`config.mk`:
```
export PLATFORM = sky130hd
export DESIGN_NAME = acrt_top
export DESIGN_NICKNAME = d
export VERILOG_FILES = /design/src/include/acrt_pkg.sv /design/src/core/acrt_top.sv
export VERILOG_INCLUDE_DIRS = /design/src /design/src/include
export SDC_FILE = /design/constraint.sdc
export NUM_CORES = 1
export LEC_CHECK = 0
export BUFFER_PORTS_ARGS = -buffer_cell sky130_fd_sc_hd__buf_2
export CELL_PAD_IN_SITES_DETAIL_PLACEMENT = 0
export CELL_PAD_IN_SITES_GLOBAL_PLACEMENT = 2
export CORE_UTILIZATION = 31
export CTS_BUF_LIST = sky130_fd_sc_hd__clkbuf_4
export DETAILED_ROUTE_END_ITERATION = 8
export HOLD_SLACK_MARGIN = 0.1
export MAX_ROUTING_LAYER = met4
export PLACE_DENSITY = 0.87
export SLEW_MARGIN = 20
export SYNTH_ARGS = -nofsm -noshare
export SYNTH_HDL_FRONTEND = slang
export SYNTH_SLANG_ARGS = --single-unit
```
`constraint.sdc`:
```
create_clock -name i_clk -period 1.85 [get_ports i_clk]
set_input_delay 0.0925 -clock i_clk [delete_from_list [all_inputs] [get_ports i_clk]]
set_output_delay 0.0925 -clock i_clk [all_outputs]
set_load 0.005 [all_outputs]
```
`src/include/acrt_regs.svh`:
```
// Register indices, field positions and reset values of the result and trigger block.
// Assumes APB byte addressing with one 32-bit word per register (byte address = index * 4).
`ifndef ACRT_REGS_SVH
`define ACRT_REGS_SVH
// Register indices
`define ACRT_I_DID 8'h01
`define ACRT_I_CSRB 8'h03
`define ACRT_I_RESL 8'h04
`define ACRT_I_RESH 8'h05
`define ACRT_I_CTRL 8'h06
`define ACRT_I_STAT 8'h08
`define ACRT_I_MASK 8'h09
// Control/status B fields
`define ACRT_CSRB_BIN 7
`define ACRT_CSRB_CMUX 6
`define ACRT_CSRB_ALIGN 4
`define ACRT_CSRB_TS_HI 2
`define ACRT_CSRB_TS_LO 0
// Own control fields
`define ACRT_CTRL_EN 7
`define ACRT_CTRL_START 6
`define ACRT_CTRL_AUTO 5
// Status and mask fields
`define ACRT_ST_DONE 0
`define ACRT_ST_LOST 1
// Values
`define ACRT_RST8 8'h00
`define ACRT_TS_FREE 3'h0
`define ACRT_RES_FULL 10'h3ff
`endif

```
`src/include/acrt_pkg.sv`:
```
// Types shared by the result and trigger block.
// Assumes a 32-bit APB bus with 8-bit addresses.
package acrt_pkg;
  // APB request from the master
  typedef struct packed {
    logic psel;
    logic penable;
    logic pwrite;
    logic [7:0] paddr;
    logic [31:0] pwdata;
  } acrt_apb_req_t;
  // APB answer to the master
  typedef struct packed {
    logic [31:0] prdata;
    logic pready;
    logic pslverr;
  } acrt_apb_rsp_t;
  // Finished conversion from the analog core
  typedef struct packed {
    logic done;
    logic neg;
    logic [9:0] data;
  } acrt_conv_t;
endpackage

```
`src/core/acrt_top.sv`:
```
// Result registers, trigger selection, input disable and interrupt of the converter.
// Assumes one clock, synchronous active-low reset, trigger flags from same-clock
// peripherals, a one-cycle done pulse from the analog core, and raw pins from outside.
//
// Behaviour
// - A finished conversion loads its 10-bit result into the low and high bytes.
// - After a low-byte read, results stay frozen until the high byte is read.
// - Alignment clear: result 9:8 in high bits 1:0, 7:0 in low byte.
// - Alignment set: result 9:2 in high byte, 1:0 in low bits 7:6.
// - Changing alignment changes the byte view at once, even mid-conversion.
// - Unipolar mode gives one-sided results, saturating when positive is not above.
// - Bipolar select bit 7 gives two's complement results, nine bits plus sign.
// - Reserved bits 5 and 3 read back the value last written.
// - Trigger source field acts only while auto-trigger enable is set.
// - Codes: free run, comparator, ext int 0, t0 cmpA, t0 ovf, t1 cmpB, ovf, capture.
// - Auto-trigger starts a conversion on a rising edge of the selected flag.
// - Switching from a clear source to a set source counts as rising edge.
// - Switching to free running never triggers, even with the done flag set.
// - A set disable bit turns off that pin's buffer and reads its input zero.
// - Done flag sets when results update; cleared by writing one or vector entry.
// - With enable and auto-trigger on, each positive edge of the chosen trigger starts conversion.
//
// The APB interface to the registers was chosen for this implementation.
`timescale 1ns/1ps
`include "acrt_regs.svh"
module acrt_top
  import acrt_pkg::*;
#(
  parameter int NPIN = 8
)
(
  input wire logic i_clk,
  input wire logic i_rst_b,
  input wire logic i_ce,
  input wire acrt_apb_req_t i_apb,
  output acrt_apb_rsp_t o_apb,
  input wire acrt_conv_t i_conv,
  input wire logic [7:0] i_trig_flags,
  input wire logic i_vector_ack,
  input wire logic [NPIN-1:0] i_pin,
  output logic [NPIN-1:0] o_pin_in,
  output logic [NPIN-1:0] o_pin_buf_off,
  output logic o_conv_start,
  output logic o_bipolar,
  output logic o_cmp_mux_en,
  output logic o_irq
);

  ////////////////////////////////////////////////////////////////////////////
  // Declarations
  logic [7:0] csrb;
  logic [7:0] did;
  logic conv_en;
  logic auto_en;
  logic [1:0] stat;
  logic [1:0] mask;
  logic [9:0] result;
  logic locked;
  logic prev_src;
  logic [2:0] prev_ts;
  logic [NPIN-1:0] pin_s1;
  logic [NPIN-1:0] pin_s2;
  logic acc;
  logic done;
  logic wr;
  logic rd;
  logic sel_did;
  logic sel_csrb;
  logic sel_resl;
  logic sel_resh;
  logic sel_ctrl;
  logic sel_stat;
  logic sel_mask;
  logic hit;
  logic [7:0] view_l;
  logic [7:0] view_h;
  logic [7:0] rd_byte;
  logic [2:0] ts;
  logic align;
  logic cur_src;
  logic trig_edge;
  logic load;
  logic [9:0] next_result;
  logic man_start;

  ////////////////////////////////////////////////////////////////////////////
  // APB decode
  assign acc = i_apb.psel & i_apb.penable;
  assign done = acc & o_apb.pready;
  assign wr = done & i_apb.pwrite;
  assign rd = done & ~i_apb.pwrite;
  assign sel_did = (i_apb.paddr == (`ACRT_I_DID << 2));
  assign sel_csrb = (i_apb.paddr == (`ACRT_I_CSRB << 2));
  assign sel_resl = (i_apb.paddr == (`ACRT_I_RESL << 2));
  assign sel_resh = (i_apb.paddr == (`ACRT_I_RESH << 2));
  assign sel_ctrl = (i_apb.paddr == (`ACRT_I_CTRL << 2));
  assign sel_stat = (i_apb.paddr == (`ACRT_I_STAT << 2));
  assign sel_mask = (i_apb.paddr == (`ACRT_I_MASK << 2));
  assign hit = sel_did | sel_csrb | sel_resl | sel_resh | sel_ctrl | sel_stat | sel_mask;

  // Field views
  assign ts = csrb[`ACRT_CSRB_TS_HI:`ACRT_CSRB_TS_LO];
  assign align = csrb[`ACRT_CSRB_ALIGN];

  // Byte views follow alignment live, unused bits zero
  always_comb
  begin
    if (align)
    begin
      view_h = result[9:2];
      view_l = {result[1:0], 6'h00};
    end
    else
    begin
      view_h = {6'h00, result[9:8]};
      view_l = result[7:0];
    end
  end

  // Read data mux
  always_comb
  begin
    rd_byte = `ACRT_RST8;
    if (sel_did)
      rd_byte = did;
    if (sel_csrb)
      rd_byte = csrb;
    if (sel_resl)
      rd_byte = view_l;
    if (sel_resh)
      rd_byte = view_h;
    if (sel_ctrl)
      rd_byte = {conv_en, 1'b0, auto_en, 5'h00};
    if (sel_stat)
      rd_byte = {6'h00, stat};
    if (sel_mask)
      rd_byte = {6'h00, mask};
  end

  ////////////////////////////////////////////////////////////////////////////
  // APB answer: pready one cycle into access, data and error latched with it
  always_ff @(posedge i_clk)
  begin
    if (!i_rst_b)
      o_apb <= '0;
    else if (i_ce)
    begin
      o_apb.pready <= acc & ~o_apb.pready;
      if (acc & ~o_apb.pready)
      begin
        o_apb.prdata <= {24'h000000, rd_byte};
        o_apb.pslverr <= ~hit;
      end
    end
  end

  ////////////////////////////////////////////////////////////////////////////
  // Software registers
  always_ff @(posedge i_clk)
  begin
    if (!i_rst_b)
    begin
      csrb <= `ACRT_RST8;
      did <= `ACRT_RST8;
      conv_en <= 1'b0;
      auto_en <= 1'b0;
      mask <= 2'h0;
    end
    else if (i_ce && wr)
    begin
      if (sel_csrb)
        csrb <= i_apb.pwdata[7:0];
      if (sel_did)
        did <= i_apb.pwdata[7:0];
      if (sel_ctrl)
      begin
        conv_en <= i_apb.pwdata[`ACRT_CTRL_EN];
        auto_en <= i_apb.pwdata[`ACRT_CTRL_AUTO];
      end
      if (sel_mask)
        mask <= i_apb.pwdata[1:0];
    end
  end

  // Mode outputs
  always_ff @(posedge i_clk)
  begin
    if (!i_rst_b)
    begin
      o_bipolar <= 1'b0;
      o_cmp_mux_en <= 1'b0;
    end
    else if (i_ce)
    begin
      o_bipolar <= csrb[`ACRT_CSRB_BIN];
      o_cmp_mux_en <= csrb[`ACRT_CSRB_CMUX];
    end
  end

  ////////////////////////////////////////////////////////////////////////////
  // Result capture and read lock
  assign load = i_conv.done & ~locked;
  always_comb
  begin
    if (!csrb[`ACRT_CSRB_BIN] && i_conv.neg)
      next_result = `ACRT_RES_FULL;
    else
      next_result = i_conv.data;
  end

  always_ff @(posedge i_clk)
  begin
    if (!i_rst_b)
      result <= 10'h000;
    else if (i_ce && load)
      result <= next_result;
  end

  // Lock set by low-byte read, released by high-byte read
  always_ff @(posedge i_clk)
  begin
    if (!i_rst_b)
      locked <= 1'b0;
    else if (i_ce)
    begin
      if (rd && sel_resh)
        locked <= 1'b0;
      else if (rd && sel_resl)
        locked <= 1'b1;
    end
  end

  ////////////////////////////////////////////////////////////////////////////
  // Sticky status, set wins over write-one clear and vector entry
  always_ff @(posedge i_clk)
  begin
    if (!i_rst_b)
      stat <= 2'h0;
    else if (i_ce)
    begin
      if (load)
        stat[`ACRT_ST_DONE] <= 1'b1;
      else if ((wr && sel_stat && i_apb.pwdata[`ACRT_ST_DONE]) || i_vector_ack)
        stat[`ACRT_ST_DONE] <= 1'b0;
      if (i_conv.done && locked)
        stat[`ACRT_ST_LOST] <= 1'b1;
      else if (wr && sel_stat && i_apb.pwdata[`ACRT_ST_LOST])
        stat[`ACRT_ST_LOST] <= 1'b0;
    end
  end

  // Interrupt level
  always_ff @(posedge i_clk)
  begin
    if (!i_rst_b)
      o_irq <= 1'b0;
    else if (i_ce)
      o_irq <= |(stat & mask);
  end

  ////////////////////////////////////////////////////////////////////////////
  // Trigger source and edge detection
  always_comb
  begin
    if (ts == `ACRT_TS_FREE)
      cur_src = stat[`ACRT_ST_DONE];
    else
      cur_src = i_trig_flags[ts];
  end
  // Switching into free running is never an edge
  assign trig_edge = cur_src & ~prev_src
    & ~((ts == `ACRT_TS_FREE) && (prev_ts != `ACRT_TS_FREE));
  assign man_start = wr & sel_ctrl & i_apb.pwdata[`ACRT_CTRL_START]
    & i_apb.pwdata[`ACRT_CTRL_EN];

  always_ff @(posedge i_clk)
  begin
    if (!i_rst_b)
    begin
      prev_src <= 1'b0;
      prev_ts <= `ACRT_TS_FREE;
    end
    else if (i_ce)
    begin
      prev_src <= cur_src;
      prev_ts <= ts;
    end
  end

  // Conversion start pulse
  always_ff @(posedge i_clk)
  begin
    if (!i_rst_b)
      o_conv_start <= 1'b0;
    else if (i_ce)
      o_conv_start <= man_start
        | (conv_en & auto_en & trig_edge);
  end

  ////////////////////////////////////////////////////////////////////////////
  // Pin synchronisers and input disable
  always_ff @(posedge i_clk)
  begin
    if (!i_rst_b)
    begin
      pin_s1 <= '0;
      pin_s2 <= '0;
    end
    else if (i_ce)
    begin
      pin_s1 <= i_pin;
      pin_s2 <= pin_s1;
    end
  end

  // Per-pin gating
  genvar gi;
  generate
    for (gi = 0; gi < NPIN; gi++)
    begin : g_pin
      always_ff @(posedge i_clk)
      begin
        if (!i_rst_b)
        begin
          o_pin_in[gi] <= 1'b0;
          o_pin_buf_off[gi] <= 1'b0;
        end
        else if (i_ce)
        begin
          o_pin_in[gi] <= pin_s2[gi] & ~did[gi];
          o_pin_buf_off[gi] <= did[gi];
        end
      end
    end
  endgenerate
endmodule

```
Word level (Yosys, flattened, before mapping)
Index checks and enable logic that the tools add are counted.

Mux-type cells: 19. Order comparisons: 1. Eq/ne operators: 7. Reduce and logical (&&, ||, !) cells: 26. Bitwise logic cells: 43.

Operators with widths (count): two-way mux 8 bit (9); == test 8 x 5 -> 1 bit, second input constant (3); AND 1 bit (21); == test 8 x 6 -> 1 bit, second input constant (2); AND reduction 2 bit (8); NOT 1 bit (14); logical AND 1 bit (10); two-way mux 10 bit (1); == test 8 x 3 -> 1 bit, second input constant (1); == test 8 x 4 -> 1 bit, second input constant (1); two-way mux 1 bit (8); OR 1 bit (7); nonzero test 2 bit (3); less-than comparator 3 x 4 -> 1 bit, second input constant (1); binary-select mux 1 bit (select 3 bit) (1); logical NOT 3 bit (1); nonzero test 3 bit (1); AND 2 bit (1); OR reduction 2 bit (1); logical NOT 1 bit (1); logical OR 1 bit (1).

Logic and storage cells: 132. Input port bits: 75. Register bits: 83. Output and inout bits: 54.

Depth between registers and ports, before layout
Gate-level depths: netlist of the first run.

Depth in word-level cells: 8. Gate-level depth with buffers: 7. Gate-level depth less buffers: 5.

Worst setup path after synthesis of the first run
Ideal clock, no wire load.

Kind: in2reg. Start point: in i_apb[37] (netlist bit). End point: reg csrb[4]. Arrival time: 1.489 ns. Stages: 7. Setup slack: 0.245 ns. Setup time: 0.116 ns. Data required time: 1.734 ns. Path buffers: 2. Cell sequence: buf_2 -> nor4_4 -> inv_2 -> or4_1 -> buf_2 -> mux2i_1 -> nor2b_1.

Longest elaborated chain between the ends: 2.

RTL lines: from (decl) (line acrt_top.sv:35) `input wire acrt_apb_req_t i_apb,`; == test 8 x 4 -> 1 bit (line acrt_top.sv:93) `` assign sel_csrb = (i_apb.paddr == (`ACRT_I_CSRB << 2)); ``; AND reduction 2 bit (no line); to (signal assigned) (line acrt_top.sv:163) `` csrb <= `ACRT_RST8; ``; to (signal assigned) (line acrt_top.sv:172) `csrb <= i_apb.pwdata[7:0];`; to (decl) (line acrt_top.sv:51) `logic [7:0] csrb;`.

Every way passes these cells. A chain may end at the register's enable or synchronous reset.

Worst setup path after layout of the first run
Start point: in i_apb[39] (netlist bit). End point: reg auto_en.

Longest elaborated chain between the ends: 2.

RTL lines: == test 8 x 5 -> 1 bit (line acrt_top.sv:96) `` assign sel_ctrl = (i_apb.paddr == (`ACRT_I_CTRL << 2)); ``; AND reduction 2 bit (no line); to (signal assigned) (line acrt_top.sv:178) `` auto_en <= i_apb.pwdata[`ACRT_CTRL_AUTO]; ``; to (decl) (line acrt_top.sv:54) `logic auto_en;`.

Every way passes these cells.

==> results of run 1 <==
[worst reg2reg max path, cell delays in order (launching register included)]
cell,delay (ns)
dfxtp_2,0.44
nand3_4,0.09
buf_4,0.18
nor2_4,0.13
nand2_1,0.07
dlygate4sd3_1,0.56
a21boi_1,0.12
[registers in the layout, indices dropped and copies added (netlist names), 2 cells and up]
signal and cells:
o_pin_buf_off 8, csrb 8, result 10, pin_s2 8, prev_ts 3, o_apb 10
pin_s1 8, stat 2, o_pin_in 8, did 8, mask 2
[layout by cell type (no fill, tap or decap), types with 4 or more instances in the layout]
master	netlist	routed
o221a_2	10	10
and2_1	9	9
nand2b_1	4	4
dlygate4sd3_1	0	32
buf_4	24	18
nor2b_1	49	49
nand2_1	28	28
mux2i_1	58	58
conb_1	1	24
nor2_1	10	10
inv_1	13	13
a32o_1	6	6
a21oi_1	8	8
o22ai_1	14	14
clkbuf_4	0	11
nand3_1	8	8
buf_2	3	79
dfxtp_1	83	82
o21ai_0	9	9
[what timing repair did]
item | CTS | global route
endpoints found under the setup margin | 0 | 1
gates resized for setup | 0 | 1
hold buffers | 32 | 0
endpoints found under the hold margin | 46 | 0
[layout make-up]
cell class | count | area [um2] | area share, %
Clock buffer | 11 | 82.6 | 1.63
Tap cell | 172 | 215 | 4.26
Antenna cell | 2 | 5.00 | 0.0990
Clock inverter | 5 | 62.6 | 1.24
Multi-Input combinational cell | 294 | 2100 | 41.6
Timing Repair Buffer | 130 | 871 | 17.2
Sequential cell | 83 | 1660 | 32.9
Inverter | 14 | 52.6 | 1.04
[power groups by stage]
stage | clock network (mW) | logic, mW | registers, mW
after floorplan | 0 | 0.239 | 1.89
after global placement | 0 | 0.322 | 1.90
after detailed placement | 0 | 0.328 | 1.90
after CTS | 1.15 | 0.377 | 1.86
after global routing | 1.22 | 0.416 | 1.87
final | 1.11 | 0.377 | 1.86
[worst paths after layout]
check / endpoint / startpoint / slack (ns)
hold / removal: o_apb[0]$_SDFFE_PN0P_ / i_apb[33] / 0.14
setup / recovery: auto_en$_SDFFE_PN0P_ / i_apb[39] / 0.09
setup reg to reg: auto_en$_SDFFE_PN0P_ / o_apb[1]$_SDFFE_PN0P_ / 0.21
hold reg to reg: o_apb[7]$_SDFFE_PN0P_ / o_apb[7]$_SDFFE_PN0P_ / 0.47
[through the flow]
stage          setup slack [ns]  instance area, um2
2_1_floorplan             0.245                4090
3_3_place_gp              0.118                4580
3_5_place_dp              0.125                4580
4_1_cts                   0.121                5050
5_1_grt                  0.0375                5050
6_report                 0.0868                5060
[kinds of logic after synthesis]
logic type | synth area share, %
simple gates | 20.1
flops | 41.5
compound gates | 13.8
mux | 16.5
buf+inv | 8.07
other cells | 0.0937
[per-layer routing]
metal | vias to the layer above | global-route usage, % | part of all wire (%)
li1 | 1663 | - | -
met1 | 1564 | 20.6 | 46
met3 | 14 | 4.76 | 5.8
met4 | 0 | 5.38 | 1.7
met2 | 89 | 27.2 | 47
met5 | - | - | 0
==> impl_results.md, run 1 <==
- Most frequent cell after synthesis: dfxtp_1
- Pleak: 2.13 nW
- Worst-skew pair later-pin latency: 0.45 ns
- Register share of total power: 55.6%
- Peak supply drop: 0.452 mV
- DRT iter0 DRCs: 152
- Kind of path behind the tightest hold check: primary input to flip-flop
- Worst setup EP type: flip-flop
- Status: completed
- Count of pins over their slew limit: 0
- RSZ-0062 raised after global routing: no
- Clk pwr share: 33.1%
- Final setup TNS: 0 ns
- Row Count: 41
- Initial antenna violation count: 1
- Worst-path cell chain: buf_2 -> or4b_4 -> or4_4 -> nor2_4 -> nand2_1 -> dlygate4sd3_1 -> a21boi_1
- Slew HR: 53.1%
- Max-cap violation count: 0
- Top cell type's share of synthesized area: 41.5%
- CTS Sinks: 83
- Vias in the first global route: 3,255
- Main area contributors after synthesis: dfxtp_1 42%, mux2i_1 15%, nor2b_1 7.7%
- Postcts setup bufs: 0
- Reg2Reg Depth: 6
- H-tree Lvls: 3
- WHS Path Cells: 4
- Vias/cell: 4.68
- Internal power: 2.47 mW
- Final cycle utilization of the critical path: 95.3%
- Switching part of the total: 26.2%
- CP Depth: 7
- Min cycle time layout: 1.76 ns
- Drt total wl: 10.5 mm
- Synth area leader: dfxtp_1
- Seq cells post-synth: 83
- Slowest stage delay, CP: 0.56 ns
- Pwr/cell area: 661 mW/mm2
- Top Family by Delay on Critical Path: simple AND/OR/NAND/NOR gates
- Number of setup violations in the final report: 0
- Placed wire-length estimate: 7.73 mm
- Fillers: 1,303
- Die area: 0.0134 mm2
- Area Growth Syn to Fin: 26.3%
- Clk slew on worst S/H paths: 0.13 ns
- Max frequency: 567 MHz
- Critical Path Source Type: primary input
- GRT Util Overall: 17.0%
- Mapped Area: 0.00400 mm2
- Total power: 3.34 mW
- CTS tree: done
- Synth cell count leaders: 83 x dfxtp_1, 58 x mux2i_1, 49 x nor2b_1
- Post-synth EDFFs: 0
- Fraction of layout instances using a drive strength above 1: 26.1%
- Count of different cell masters after synthesis: 58
- Top_reg_cell synth: dfxtp_1
- Fraction of registers with async set/reset: 0%
- Final Util: 40.1%
- Tightest Pin Transition: 0.698 ns
- WP buf/inv: 2
- WHS: 0.136 ns
- TritonCTS Buffers: 9
- CP max FO: 6
- Routability Congestion: 0.843
- Kind of critical path: primary input to flip-flop
- Slowest-stage cell, CP: dlygate4sd3_1
- First-pass GRT wire length: 16.6 mm
- Total congestion overflow: 0
- Post-Place Cells: 661
- Placeable Area: 0.0126 mm2
- Largest net degree at the start of global routing: 73
- P_sw: 874 uW
- Via Count: 3,330
- Seq/Total Area, Yosys: 41.5%
- Final antenna-violating net count: 0
- Syn Inst Count: 415
- TritonRoute pass-1 iters: 4
- Root Buffer: clkbuf_4
- Starting Density: 31.7%
- Mean Syn Cell Area: 9.64 um2
- Final Hold Viols: 0
- IO Pins: 129
- Data arrival time of the critical path: 2.14 ns
- Port bufs: 79
- Chip Width: 116 um
- DR WL/cell: 14.7 um
- Die Ht: 116 um
- Layout Skew: 0.0184 ns
- # DRC: 0
- Critical Path RT: 2.23 ns
- Layout Nets: 607
- Non-filler instance count after layout: 711
- Syn. warnings: 0
- Maximum clock insertion buffer count: 2
- Combinational share of power: 11.3%
Note: power is estimated with default switching activity, not from simulation.
==> run 2, diff against run 1 <==
clock period = 1.8 ns   (was 1.85 ns; I/O delays follow)
==> run 2 against run 1 <==
Clock power decreased by 6%. Die area did not move. Worst setup slack lost 0.061 ns. Count of clock-buffer cells in the layout is 2 lower. Core utilization is 0.28 points higher. Cell count rose by 0.42%. Global-route usage is 0.22 points higher. Critical path type unchanged. Largest power group unchanged. Highest routed layer unchanged.
==> impl_results.md, run 2 (same netlist as run 1, synthesis figures left out) <==
- Status: completed (unchanged)
- DP Area: 0.00461 mm2 (was 0.00458 mm2)
- Largest regs: o_apb: 10 flops, result: 10 flops (unchanged)
- Slowest stage delay, CP: 0.61 ns (was 0.56 ns)
- IO Pins: 129 (unchanged)
- Final antenna-violating net count: 0 (unchanged)
- Root Buffer: clkbuf_4 (unchanged)
- DRT iter0 DRCs: 112 (was 152)
- Diodes inserted: 0 (was 2)
- Vias in the first global route: 3,205 (was 3,255)
- Routability Congestion: 0.832 (was 0.843)
- Placed wire-length estimate: 7.87 mm (was 7.73 mm)
- Final Hold Viols: 0 (unchanged)
- Final setup TNS: 0 ns (unchanged)
- CTS tree: done (unchanged)
- Most frequent cells in the layout: 82 x dfxtp_1, 79 x buf_2, 58 x mux2i_1 (unchanged)
- CP max FO: 4 (was 6)
- Layout Skew: 0.0167 ns (was 0.0184 ns)
- P_sw: 961 uW (was 874 uW)
- Number of setup violations in the final report: 0 (unchanged)
- Final cycle utilization of the critical path: 98.6%
- Placeable Area: 0.0126 mm2 (unchanged)
- Combinational share of power: 11.8% (was 11.3%)
- Vias/cell: 4.69 (was 4.68)
- TritonRoute pass-1 iters: 4 (unchanged)
- Tightest Pin Transition: 0.613 ns (was 0.698 ns)
- First-pass GRT wire length: 16.7 mm (was 16.6 mm)
- Starting Density: 31.7% (unchanged)
- Fraction of layout instances using a drive strength above 1: 26.9% (was 26.1%)
- Worst-path cell chain: dlygate4sd3_1 -> buf_2 -> or4_4 -> dlygate4sd3_1 -> o21ai_1 -> a21boi_1 (was buf_2 -> or4b_4 -> or4_4 -> nor2_4 -> nand2_1 -> dlygate4sd3_1 -> a21boi_1)
- Peak supply drop: 0.497 mV (was 0.452 mV)
- Initial antenna violation count: 0 (was 1)
- CTS Sinks: 83 (unchanged)
- DR WL/cell: 14.9 um (was 14.7 um)
- Layout Nets: 612 (was 607)
- Slew HR: 58.8% (was 53.1%)
- Clk pwr share: 31.2% (was 33.1%)
- # DRC: 0 (unchanged)
- Pwr/cell area: 658 mW/mm2 (was 661 mW/mm2)
- Port bufs: 79 (unchanged)
- Internal power: 2.39 mW (was 2.47 mW)
- Kind of path behind the tightest hold check: primary input to flip-flop (unchanged)
- Clk slew on worst S/H paths: 0.15 ns (was 0.13 ns)
- Die Ht: 116 um (unchanged)
- Switching part of the total: 28.7% (was 26.2%)
- Chip Width: 116 um (unchanged)
- Slowest-stage cell, CP: dlygate4sd3_1 (unchanged)
- Critical Path RT: 2.17 ns (was 2.23 ns)
- Total congestion overflow: 0 (unchanged)
- Maximum clock insertion buffer count: 2 (unchanged)
- RSZ-0062 raised after global routing: no (unchanged)
- Finished Cell Area: 0.00509 mm2 (was 0.00506 mm2)
- Max frequency: 564 MHz
- Area Growth Syn to Fin: 27.2% (was 26.3%)
- Worst setup EP type: flip-flop (unchanged)
- Data arrival time of the critical path: 2.15 ns (was 2.14 ns)
- Pleak: 2.15 nW (was 2.13 nW)
- Die area: 0.0134 mm2 (unchanged)
- Via Count: 3,348 (was 3,330)
- Worst-skew pair later-pin latency: 0.46 ns (was 0.45 ns)
- Drt total wl: 10.6 mm (was 10.5 mm)
- H-tree Lvls: 3 (unchanged)
- Count of pins over their slew limit: 0 (unchanged)
- Min cycle time layout: 1.77 ns
- Max-cap violation count: 0 (unchanged)
- Row Count: 41 (unchanged)
- Worst path most repeated cell: dlygate4sd3_1
- Total power: 3.35 mW (was 3.34 mW)
- Pre-CTS WS: 0.0923 ns (was 0.125 ns)
- Kind of critical path: primary input to flip-flop (unchanged)
- Critical Path Source Type: primary input (unchanged)
- TritonCTS Buffers: 9 (unchanged)
- Final setup margin: 0.0260 ns (was 0.0868 ns)
- GRT Util Overall: 17.2% (was 17.0%)
- Register share of total power: 57.0% (was 55.6%)
- Most common cell after layout, fill and taps aside: dfxtp_1 (unchanged)
- Largest net degree at the start of global routing: 61 (was 73)
- Final Util: 40.3% (was 40.1%)
==> run 2: final cells by class <==
| type | instances | area, um2 |
|---|---|---|
| clock buffers | 9 | 67.6 |
| clock inverters | 7 | 58.8 |
| fillers | 1293 | 7530 |
| inverters | 14 | 52.6 |
| multi-input cells | 294 | 2120 |
| flip-flops and latches | 83 | 1660 |
| well taps | 172 | 215 |
| repair buffers | 135 | 916 |
==> run 2: per-stage QoR <==
stage | std cells | hold slack [ns]
2_1_floorplan | 438 | 0.225
3_3_place_gp | 664 | 0.347
3_5_place_dp | 664 | 0.356
5_1_grt | 714 | 0.132
6_report | 714 | 0.123
4_1_cts | 715 | 0.108
==> run 2: path summary, 6_finish.rpt <==
kind / start / to / slack, ns / cells after the start
max: i_apb[32] / conv_en$_SDFFE_PN0P_ / 0.03 / 6
min: i_apb[33] / auto_en$_SDFFE_PN0P_ / 0.12 / 5
max reg2reg: o_apb[1]$_SDFFE_PN0P_ / o_apb[0]$_SDFFE_PN0P_ / 0.20 / 5
min reg2reg: locked$_SDFFE_PN0P_ / stat[1]$_SDFFE_PN0P_ / 0.48 / 2
==> run 2: critical path: cells and delay by family <==
| family | cells | cell delay (ns) |
|---|---|---|
| buffers and inverters | 3 | 1.28 |
| AO/OA/AOI/OAI | 2 | 0.20 |
| AND/OR/NAND/NOR | 1 | 0.56 |
==> run 2: layer usage <==
layer / global-route usage [%] / up-vias / routed length [um]
met5: - / - / 0
met4: 6.41 / 0 / 132
met3: 4.18 / 12 / 603
met2: 26.6 / 95 / 4910
met1: 21.7 / 1562 / 4960
li1: - / 1679 / -
==> run 2: repair_timing <==
| action | CTS | global route |
|---|---|---|
| setup buffers | 0 | 0 |
| hold endpoints to repair | 44 | 0 |
| gates resized for setup | 0 | 6 |
| hold buffers | 35 | 0 |
| endpoints found under the setup margin | 0 | 3 |
==> run 2: power groups by stage <==
stage / clock [mW] / combinational (mW) / sequential (mW)
after global placement: 0 / 0.337 / 1.95
after floorplan: 0 / 0.246 / 1.94
after CTS: 1.09 / 0.396 / 1.91
final: 1.04 / 0.396 / 1.91
after detailed placement: 0 / 0.342 / 1.95
after global routing: 1.17 / 0.437 / 1.92
==> run 3, diff against run 2 <==
PLACE_DENSITY = not set   (was 0.87)
PLACE_DENSITY_LB_ADDON = 0.3   (was not set)
==> run 3 against run 2 <==
Maximum frequency down 0.73%. Critical path type unchanged. Cell area up 0.79%. Largest power group unchanged. Die area unchanged. Count of clock-buffer cells in the layout unchanged.
==> impl_results.md, run 3 (same netlist as run 1, synthesis figures left out) <==
- Status: completed (unchanged)
- Final antenna-violating net count: 0 (unchanged)
- Root Buffer: clkbuf_4 (unchanged)
- Number of setup violations in the final report: 0 (unchanged)
- Hold_sp: i_apb[40] (was i_apb[33])
- Total power: 3.44 mW (was 3.35 mW)
- # DRC: 0 (unchanged)
- Layout Nets: 615 (was 612)
- Final cycle utilization of the critical path: 99.3% (was 98.6%)
- Fraction of layout instances using a drive strength above 1: 26.1% (was 26.9%)
- Final Util: 40.7% (was 40.3%)
- CTS Sinks: 83 (unchanged)
- Maximum clock insertion buffer count: 2 (unchanged)
- Peak supply drop: 0.321 mV (was 0.497 mV)
- CP max FO: 3 (was 4)
- Most frequent cells in the layout: 83 x dfxtp_1, 79 x buf_2, 58 x mux2i_1 (was 82 x dfxtp_1, 79 x buf_2, 58 x mux2i_1)
- Pleak: 2.16 nW (was 2.15 nW)
- Row Count: 41 (unchanged)
- Postcts setup bufs: 0 (unchanged)
- Placeable Area: 0.0126 mm2 (unchanged)
- Routability Congestion: 0.853 (was 0.832)
- Slowest-stage cell, CP: or4_4 (was dlygate4sd3_1)
- Area Growth Syn to Fin: 28.2% (was 27.2%)
- Worst-skew pair later-pin latency: 0.46 ns (about the same)
- RSZ-0062 raised after global routing: yes (was no)
- WP buf/inv: 3 (unchanged)
- Kind of path behind the tightest hold check: primary input to flip-flop (unchanged)
- TritonCTS Buffers: 9 (unchanged)
- Critical Path RT: 2.19 ns (was 2.17 ns)
- Drt total wl: 10.6 mm (about the same)
- Largest regs: o_apb: 10 flops, result: 10 flops (unchanged)
- Chip Width: 116 um (unchanged)
- Placed wire-length estimate: 7.67 mm (was 7.87 mm)
- Data arrival time of the critical path: 2.17 ns (was 2.15 ns)
- Die area: 0.0134 mm2 (unchanged)
- Port bufs: 79 (unchanged)
- Slowest stage delay, CP: 0.57 ns (was 0.61 ns)
- Worst path most repeated cell: dlygate4sd3_1 (unchanged)
- First-pass GRT wire length: 16.6 mm (was 16.7 mm)
- Pre-CTS WS: 0.0326 ns (was 0.0923 ns)
- Final Hold Viols: 0 (unchanged)
- Min cycle time layout: 1.79 ns (was 1.77 ns)
- Layout Skew: 0.0260 ns (was 0.0167 ns)
- Starting Density: 31.7% (unchanged)
- Largest net degree at the start of global routing: 60 (was 61)
- CTS tree: done (unchanged)
- Worst setup EP type: flip-flop (unchanged)
- Top Family by Delay on Critical Path: buffers and inverters (unchanged)
- IO Pins: 129 (unchanged)
- Slew HR: 54.4% (was 58.8%)
- Vias/cell: 4.71 (was 4.69)
- Final setup margin: 0.0130 ns (was 0.0260 ns)
- Max-cap violation count: 0 (unchanged)
- H-tree Lvls: 3 (unchanged)
- Critical Path Start: i_apb[33] (was i_apb[32])
- Vias in the first global route: 3,173 (was 3,205)
- Count of pins over their slew limit: 0 (unchanged)
- Max frequency: 560 MHz (was 564 MHz)
- Critical Path Source Type: primary input (unchanged)
- Worst-path cell chain: dlygate4sd3_1 -> buf_2 -> or4_4 -> nor2_4 -> nand2_1 -> dlygate4sd3_1 -> a21boi_1 (was dlygate4sd3_1 -> buf_2 -> or4_4 -> dlygate4sd3_1 -> o21ai_1 -> a21boi_1)
- Die Ht: 116 um (unchanged)
- Worst reg2reg startpoint: o_apb[1]$_SDFFE_PN0P_ (unchanged)
- Via Count: 3,383 (was 3,348)
- Pwr/cell area: 670 mW/mm2 (was 658 mW/mm2)
- TritonRoute pass-1 iters: 4 (unchanged)
- DRT iter0 DRCs: 120 (was 112)
- Tightest Pin Transition: 0.679 ns (was 0.613 ns)
- Most common cell after layout, fill and taps aside: dfxtp_1 (unchanged)
- GRT Util Overall: 17.2% (about the same)
- DR WL/cell: 14.8 um (was 14.9 um)
- Clk slew on worst S/H paths: 0.13 ns (was 0.15 ns)
- Initial antenna violation count: 1 (was 0)
- Total congestion overflow: 0 (unchanged)
- Kind of critical path: primary input to flip-flop (unchanged)
run 3: changes by cell type in the layout (fill, tap and decap cells not counted), sizes merged:
| cell | delta |
|---|---|
| diode | +1 |
| clkinvlp | +1 |
| dlygate4sd3 | +3 |
| inv | -2 |
| bufinv | +1 |
run 3: power by group:
part	total, mW	internal (mW)	switching, mW
registers	1.91	1.88	0.0315
logic	0.396	0.205	0.192
clock network	1.13	0.430	0.700
total	3.44	2.51	0.923
run 3: path summary, 6_finish.rpt:
check / cells past startpoint / endpoint / slack [ns]
setup / recovery: 7 / auto_en$_SDFFE_PN0P_ / 0.01
hold / removal: 4 / locked$_SDFFE_PN0P_ / 0.16
setup reg to reg: 6 / auto_en$_SDFFE_PN0P_ / 0.06
hold reg to reg: 2 / o_apb[7]$_SDFFE_PN0P_ / 0.48
run 3: per-layer routing:
| metal | up-vias | part of all wire [%] | wire length (um) | GRT usage, % |
|---|---|---|---|---|
| met5 | - | 0 | 0 | - |
| li1 | 1685 | - | - | - |
| met4 | 0 | 1.8 | 187 | 7.35 |
| met3 | 16 | 4.6 | 488 | 3.92 |
| met2 | 92 | 47 | 5010 | 26.9 |
| met1 | 1590 | 47 | 4950 | 21.4 |
run 3: worst min-delay path, stage by stage:
cell	delay, ns
buf_2	0.12
nand4b_1	0.13
mux2i_1	0.07
and2_1	0.15
run 3: per-stage QoR:
step / instances / instance area, um2 / setup TNS (ns) / hold WS (ns)
after floorplan: 438 / 4090 / 0 / 0.225
after global placement: 664 / 4610 / -0.0261 / 0.349
after detailed placement: 664 / 4610 / 0 / 0.357
after CTS: 717 / 5120 / 0 / 0.111
after global routing: 718 / 5130 / -0.0410 / 0.121
final: 718 / 5130 / 0 / 0.160
run 3: final cells by class:
| cell class | count | area (um2) |
|---|---|---|
| sequential | 83 | 1660 |
| clock buffer | 9 | 67.6 |
| fill | 1326 | 7490 |
| antenna | 1 | 2.50 |
| multi-input combinational | 294 | 2110 |
| inverter | 14 | 52.6 |
| clock inverter | 7 | 75.1 |
| tap | 172 | 215 |
| timing repair buffer | 138 | 946 |
run 3: timing repair:
item	CTS	global route
endpoints found under the hold margin	44	0
hold buffers	37	0
gates resized for setup	0	3
endpoints found under the setup margin	0	3
